## config.mk

```make
export PLATFORM = sky130hd
export DESIGN_NAME = uart_baud_clock_select
export DESIGN_NICKNAME = d
export VERILOG_FILES = /design/src/rtl/baud_sel_pkg.sv /design/src/rtl/uart_baud_clock_select.sv
export SDC_FILE = /design/constraint.sdc
export NUM_CORES = 1
export LEC_CHECK = 0
export BUFFER_PORTS_ARGS = -buffer_cell sky130_fd_sc_hd__buf_4
export CAP_MARGIN = 20
export CORE_MARGIN = 3
export CORE_UTILIZATION = 64
export CTS_BUF_LIST = sky130_fd_sc_hd__clkbuf_2
export CTS_CLUSTER_SIZE = 8
export DETAILED_ROUTE_END_ITERATION = 10
export GPL_ROUTABILITY_DRIVEN = 0
export HOLD_SLACK_MARGIN = 0.08
export MAX_ROUTING_LAYER = met4
export PLACE_DENSITY = 0.82
export SLEW_MARGIN = 20
export SYNTH_ARGS = -nofsm -noshare
export SYNTH_HDL_FRONTEND = slang
export SYNTH_SLANG_ARGS = --single-unit
```

## constraint.sdc

```tcl
create_clock -name i_sys_clk -period 7.8 [get_ports i_sys_clk]
set_clock_uncertainty 0.1 [all_clocks]
set_input_delay 0.78 -clock i_sys_clk [delete_from_list [all_inputs] [get_ports i_sys_clk]]
set_output_delay 0.78 -clock i_sys_clk [all_outputs]
set_load 0.01 [all_outputs]
```

## src/rtl/baud_sel_pkg.sv

```systemverilog
// package: register map, select codes and divisor table for the bit-rate clock selector
package baud_sel_pkg;

    // ----------------------------------------------------------------
    // register map
    // ----------------------------------------------------------------
    localparam logic [7:0] RX_CLOCK_SOURCE_ADDR = 8'h30;
    localparam logic [7:0] TX_CLOCK_SOURCE_ADDR = 8'h31;
    localparam int         SEL_W                = 6;
    localparam int         DIV_W                = 15;
    localparam logic [5:0] SEL_RESET            = 6'h0B;

    // ----------------------------------------------------------------
    // fixed-table bounds and the select codes outside the fixed table
    // ----------------------------------------------------------------
    localparam logic [5:0] CODE_FIXED_LO_MAX = 6'h0C;
    localparam logic [5:0] CODE_TIMER0       = 6'h0D;
    localparam logic [5:0] CODE_EXT_X16      = 6'h0E;
    localparam logic [5:0] CODE_EXT_X1       = 6'h0F;
    localparam logic [5:0] CODE_FIXED_HI_MIN = 6'h10;
    localparam logic [5:0] CODE_FIXED_HI_MAX = 6'h1C;
    localparam logic [5:0] CODE_TIMER1       = 6'h1D;
    localparam logic [5:0] CODE_PRG0         = 6'h1E;
    localparam logic [5:0] CODE_MIDI         = 6'h1F;
    localparam logic [5:0] CODE_PRG1         = 6'h3E;

    // ----------------------------------------------------------------
    // crystal-relative divisors for a 16x tick: crystal / (16 * rate)
    // ----------------------------------------------------------------
    localparam logic [DIV_W-1:0] DIV_LO [0:12] = '{
        15'h4800, 15'h20BA, 15'h1AC4, 15'h1200, 15'h0C00, 15'h0600, 15'h0300,
        15'h036E, 15'h0180, 15'h00C0, 15'h0080, 15'h0060, 15'h0018};
    localparam logic [DIV_W-1:0] DIV_HI [0:12] = '{
        15'h3000, 15'h1800, 15'h0800, 15'h0200, 15'h01CD, 15'h0040, 15'h0030,
        15'h0020, 15'h0010, 15'h0008, 15'h0004, 15'h0002, 15'h0001};
    localparam logic [DIV_W-1:0] DIV_MIDI = 15'h001D;

    // ----------------------------------------------------------------
    // per-channel clock output
    // ----------------------------------------------------------------
    typedef struct packed {
        logic tick;
        logic x1;
        logic active;
    } chan_clk_s;

endpackage : baud_sel_pkg

```

## src/rtl/uart_baud_clock_select.sv

```systemverilog
// module: receiver and transmitter bit-rate clock source selection
//
// Implementation choice: the strobed register port.
`timescale 1ns/1ps

module uart_baud_clock_select
(
    input  wire logic                     i_sys_clk,
    input  wire logic                     i_resetn,
    input  wire logic                     i_crystal_en,
    input  wire logic [7:0]               i_addr,
    input  wire logic [7:0]               i_wdata,
    input  wire logic                     i_wr,
    input  wire logic                     i_rd,
    output logic      [7:0]               o_rdata,
    input  wire logic                     i_tx_ext_clk,
    input  wire logic                     i_rx_ext_clk,
    input  wire logic                     i_timer0_tick,
    input  wire logic                     i_timer1_tick,
    input  wire logic                     i_prg0_tick,
    input  wire logic                     i_prg1_tick,
    output baud_sel_pkg::chan_clk_s       o_rx_clk,
    output baud_sel_pkg::chan_clk_s       o_tx_clk
);

    // ----------------------------------------------------------------
    // select registers (index 0 = receiver, 1 = transmitter)
    // ----------------------------------------------------------------
    logic [baud_sel_pkg::SEL_W-1:0] sel_r [0:1];
    logic [7:0]                     rdata_r;
    logic                           ext_prev_r [0:1];
    logic [baud_sel_pkg::DIV_W-1:0] cnt_r [0:1];
    baud_sel_pkg::chan_clk_s        clk_r [0:1];
    logic                           ext_pin [0:1];

    assign ext_pin[0] = i_rx_ext_clk;
    assign ext_pin[1] = i_tx_ext_clk;

    always_ff @(posedge i_sys_clk or negedge i_resetn)
    begin
        if (!i_resetn)
        begin
            sel_r[0] <= baud_sel_pkg::SEL_RESET;
            sel_r[1] <= baud_sel_pkg::SEL_RESET;
        end
        else if (i_wr)
        begin
            if (i_addr == baud_sel_pkg::RX_CLOCK_SOURCE_ADDR)
                sel_r[0] <= i_wdata[baud_sel_pkg::SEL_W-1:0];
            if (i_addr == baud_sel_pkg::TX_CLOCK_SOURCE_ADDR)
                sel_r[1] <= i_wdata[baud_sel_pkg::SEL_W-1:0];
        end
    end

    // ----------------------------------------------------------------
    // read port: data valid in the cycle after the strobe only
    // ----------------------------------------------------------------
    always_ff @(posedge i_sys_clk or negedge i_resetn)
    begin
        if (!i_resetn)
            rdata_r <= 8'h00;
        else if (i_rd && i_addr == baud_sel_pkg::RX_CLOCK_SOURCE_ADDR)
            rdata_r <= {2'b00, sel_r[0]};
        else if (i_rd && i_addr == baud_sel_pkg::TX_CLOCK_SOURCE_ADDR)
            rdata_r <= {2'b00, sel_r[1]};
        else
            rdata_r <= 8'h00;
    end

    assign o_rdata = rdata_r;

    // ----------------------------------------------------------------
    // divisor lookup; zero means no crystal-derived rate for the code
    // ----------------------------------------------------------------
    function automatic logic [baud_sel_pkg::DIV_W-1:0] div_of(input logic [5:0] code);
        logic [baud_sel_pkg::DIV_W-1:0] d;
        d = '0;
        if (code <= baud_sel_pkg::CODE_FIXED_LO_MAX)
            d = baud_sel_pkg::DIV_LO[code[3:0]];
        else if (code >= baud_sel_pkg::CODE_FIXED_HI_MIN && code <= baud_sel_pkg::CODE_FIXED_HI_MAX)
            d = baud_sel_pkg::DIV_HI[code[3:0]];
        else if (code == baud_sel_pkg::CODE_MIDI)
            d = baud_sel_pkg::DIV_MIDI;
        return d;
    endfunction : div_of

    // ----------------------------------------------------------------
    // per-channel generator and source multiplexer
    // ----------------------------------------------------------------
    genvar ch;
    generate
        for (ch = 0; ch < 2; ch++)
        begin : g_chan
            logic [baud_sel_pkg::DIV_W-1:0] div;
            logic                           gen_tick;
            logic                           ext_rise;
            baud_sel_pkg::chan_clk_s        clk_nxt;

            assign div      = div_of(sel_r[ch]);
            assign ext_rise = ext_pin[ch] && !ext_prev_r[ch];
            // counts crystal enables, so rates track the crystal frequency
            assign gen_tick = i_crystal_en && (div != '0) && (cnt_r[ch] == '0);

            always_ff @(posedge i_sys_clk or negedge i_resetn)
            begin
                if (!i_resetn)
                    cnt_r[ch] <= '0;
                else if (div == '0)
                    cnt_r[ch] <= '0;
                else if (i_crystal_en)
                begin
                    // reload on terminal count or when the code shrinks the period
                    if (cnt_r[ch] == '0 || cnt_r[ch] >= div)
                        cnt_r[ch] <= div - 15'h0001;
                    else
                        cnt_r[ch] <= cnt_r[ch] - 15'h0001;
                end
            end

            always_ff @(posedge i_sys_clk or negedge i_resetn)
            begin
                if (!i_resetn)
                    ext_prev_r[ch] <= 1'b0;
                else
                    ext_prev_r[ch] <= ext_pin[ch];
            end

            always_comb
            begin
                clk_nxt = '{tick: 1'b0, x1: 1'b0, active: 1'b1};
                case (sel_r[ch])
                    baud_sel_pkg::CODE_TIMER0: clk_nxt.tick = i_timer0_tick;
                    baud_sel_pkg::CODE_TIMER1: clk_nxt.tick = i_timer1_tick;
                    baud_sel_pkg::CODE_PRG0:   clk_nxt.tick = i_prg0_tick;
                    baud_sel_pkg::CODE_PRG1:   clk_nxt.tick = i_prg1_tick;
                    baud_sel_pkg::CODE_EXT_X16: clk_nxt.tick = ext_rise;
                    baud_sel_pkg::CODE_EXT_X1:
                    begin
                        clk_nxt.tick = ext_rise;
                        clk_nxt.x1   = 1'b1;
                    end
                    default:
                    begin
                        // reserved codes have no divisor: channel stays idle
                        clk_nxt.tick   = gen_tick;
                        clk_nxt.active = (div != '0);
                    end
                endcase
            end

            always_ff @(posedge i_sys_clk or negedge i_resetn)
            begin
                if (!i_resetn)
                    clk_r[ch] <= '0;
                else
                    clk_r[ch] <= clk_nxt;
            end
        end
    endgenerate

    assign o_rx_clk = clk_r[0];
    assign o_tx_clk = clk_r[1];

endmodule : uart_baud_clock_select

```

==> flow_summary.toml <==
[run_status]
status = "finished, final reports clean"

[timing]
fin_crit_ns = 6.35
finalSetupTns_ns = 0
hold_viol = 0
setup_ws_ns = 1.45
rsz0062_at_grt = "no"
slew_headroom_pct = 34.4
max_freq_mhz = 157
setup_viol = 0
drv_slew = 0
tightest_slew_ns = 0.984
min_period_over_period_pct = 81.5

[clock_network]
cts_tree = "yes"
post_cts_buffers = 0
htreeDepth = 2
root_buffer = "clkbuf_2"
clk_path_buf_depth = 2
clk_pin_slew_ns = 0.36
clk_latency_ns = 0.51
cts_resized = 0
cts_made_buffers = 5
cts_hold_buf = 0
clock-sinks = 56

[detailed_routing]
wirelength_um = 14200
via_count = 5292
post_drt_wl_per_cell_um = 18.1
drc = 0
route.met2.wl_um = 6530
dr.max_layer_used = "met4"
dr.pass1.iters = 5
antenna_left = 0
drtIter0Drc = 381
via_per_inst = 6.72
wl_met1_um = 6490
dr_wl_met3_um = 1050

[worst_setup_path]
path_buf_inv = 2
cp_max_fo = 16
max_stage_delay_ns = 0.57
crit_type = "flop to flop"
crit_required_ns = 8.14
cp_slowest_cell = "ha_1"
crit_path_start_kind = "flop"
crit_top_cell = "ha_1"
cpLargestDelayFamily = "simple AND/OR/NAND/NOR gates"
crit_chain = "inv_1 > ha_1 > inv_1 > mux2_2 > a22oi_1 > nor2_1 > a21oi_1 > ha_1 > a211oi_1 > nor2_1 > o31ai_1 > nand2_1 > mux2i_1 > ha_1 > nand2_1 > or3_1 > nor3_1 > mux2i_1 > or4_1 > a31oi_1"
critPathCaptureType = "flop"
worstPathArrival_ns = 6.69

[layout]
antenna_cells = 0
multi_input_area_mm2 = 0.00383
design_area_mm2 = 0.00580
nNetsFinal = 751
drive_above_1_share_pct = 15.2
fill_cells = 686
syn2layout_area_growth_pct = 3.62
ff_latch_area_mm2 = 0.00141

[job]
maxCapViolations = 0

[global_routing]
grt_max_degree = 57
antenna_found_initial = 0
grt_use_total_pct = 30.0
grt_pass1_vias = 4869
grt_pass1_wl_um = 24000
overflow = 0

[logic_synthesis]
yosysSeqAreaShare_pct = 25.2
avgSynthCellArea_um2 = 8.19
async_flop_share_pct = 100
synth_area_leaders = "dfrtp_1, ha_1, o21ai_0, mux2_2, a21oi_1"
ys_types = 84
synth_ff_type = "dfrtp_1"
netlist_instances = 683
ys_warn_count = 0
netlist.area_leader.share_pct = 22.4
synth_common_cells = "nand2_1, nor2_1, dfrtp_1"
synth_edf_count = 0
ys_seq_elements = 56
synth_area_leader_cell = "dfrtp_1"
netlist_area_mm2 = 0.00559

[floorplan]
die_area_mm2 = 0.00990
initial_core_util_pct = 67.1
die_h_um = 99.5
fp-row-count = 33
die_width_um = 99.5
pin_count = 41
fp.coreArea_mm2 = 0.00834

[placement]
place_worst_setup_slack_ns = 1.66
placed_cell_area_mm2 = 0.00575
hpwlAfterDp_um = 10400
numPortBuffers = 36

[power]
irDropWorstVdd_uv = 242
p_per_area_mw_per_mm2 = 264
leakage_nw = 2.45

[worst_hold_path]
holdCritPathClass = "primary input to asynchronous set/reset pin"
-- area by class of cell --
cell class	instances	share of cell area (%)
repair buffers	38	4.92
clock inverters	3	0.453
flip-flops and latches	56	24.3
well taps	105	2.27
multi-input cells	556	66.0
inverters	25	1.62
clock buffers	5	0.432
-- per-layer routing --
layer / track usage (%) / vias to the layer above
met1: 43.7 / 2520
met3: 3.51 / 22
met5: - / -
li1: - / 2529
met2: 44.6 / 221
met4: 7.04 / 0
-- placed cells by master, fill, tap and decap left out, types with 18 or more instances in the layout --
cell,synthesis,final
buf_4,4,38
o21ai_0,47,47
nand2_1,52,52
mux2_2,19,19
dfrtp_1,50,50
nor2_1,52,52
nand3_1,28,28
nor3_1,25,25
a21oi_1,42,42
inv_1,25,25
ha_1,42,42
mux2i_1,18,18
-- where the power goes --
| part | switching [W] | internal, W |
|---|---|---|
| clock | 0.000109 | 0.0000258 |
| sequential | 0.000127 | 0.000367 |
| combinational | 0.000525 | 0.000378 |
-- worst reg2reg max path, delay by kind of cell (launching register included) --
family	cells	cell delay, ns
adders and majority gates	3	1.20
buffers and inverters	2	0.32
muxes	3	0.90
and+or+nand+nor	7	2.16
DFF	1	0.51
AOI/OAI and AO/OA	5	1.11
-- flip-flops by register name, summed over array words and instances, names as in the netlist --
name / count
cnt_r: 30
ext_prev_r: 2
o_rdata: 6
o_rx_clk: 3
o_tx_clk: 3
sel_r: 12
-- per-stage QoR --
step	utilization, %	std cells	hold WS, ns	power (W)
after global routing	69.5	788	0.177	0.00166
final	69.5	788	0.150	0.00153
after detailed placement	68.9	780	0.446	0.00138
after floorplan	-	684	0.384	0.00117
after CTS	69.5	788	0.178	0.00151
after global placement	68.9	780	0.445	0.00133
-- final timing paths --
check	cells after the start	slack, ns	end	start
worst max-delay path	20	1.45	cnt_r[12]$_DFFE_PN0P_	sel_r[1]$_DFFE_PN1P_
worst min-delay path	1	0.15	cnt_r[20]$_DFFE_PN0P_	i_resetn
worst max register to register	20	1.45	cnt_r[12]$_DFFE_PN0P_	sel_r[1]$_DFFE_PN1P_
worst min register to register	2	0.50	cnt_r[23]$_DFFE_PN0P_	cnt_r[23]$_DFFE_PN0P_
max in group asynchronous	1	6.97	sel_r[8]$_DFFE_PN0P_	i_resetn
min in group i_sys_clk	1	0.28	ext_prev_r[0]$_DFF_PN0_	i_tx_ext_clk
-- cell families (layout without fill, tap and decap cells) --
family,count (synthesis),count (layout),share of synthesized area (%)
AND/OR/NAND/NOR,267,267,25.9
adder cells (fa/ha/maj),42,42,9.39
multiplexers,39,39,7.45
other,1,2,0.0670
buffers and inverters,72,71,6.49
flip-flops,56,56,25.2
AO/OA/AOI/OAI,188,188,22.7
XOR/XNOR,18,18,2.82
Power figures use the tool's default switching activity.
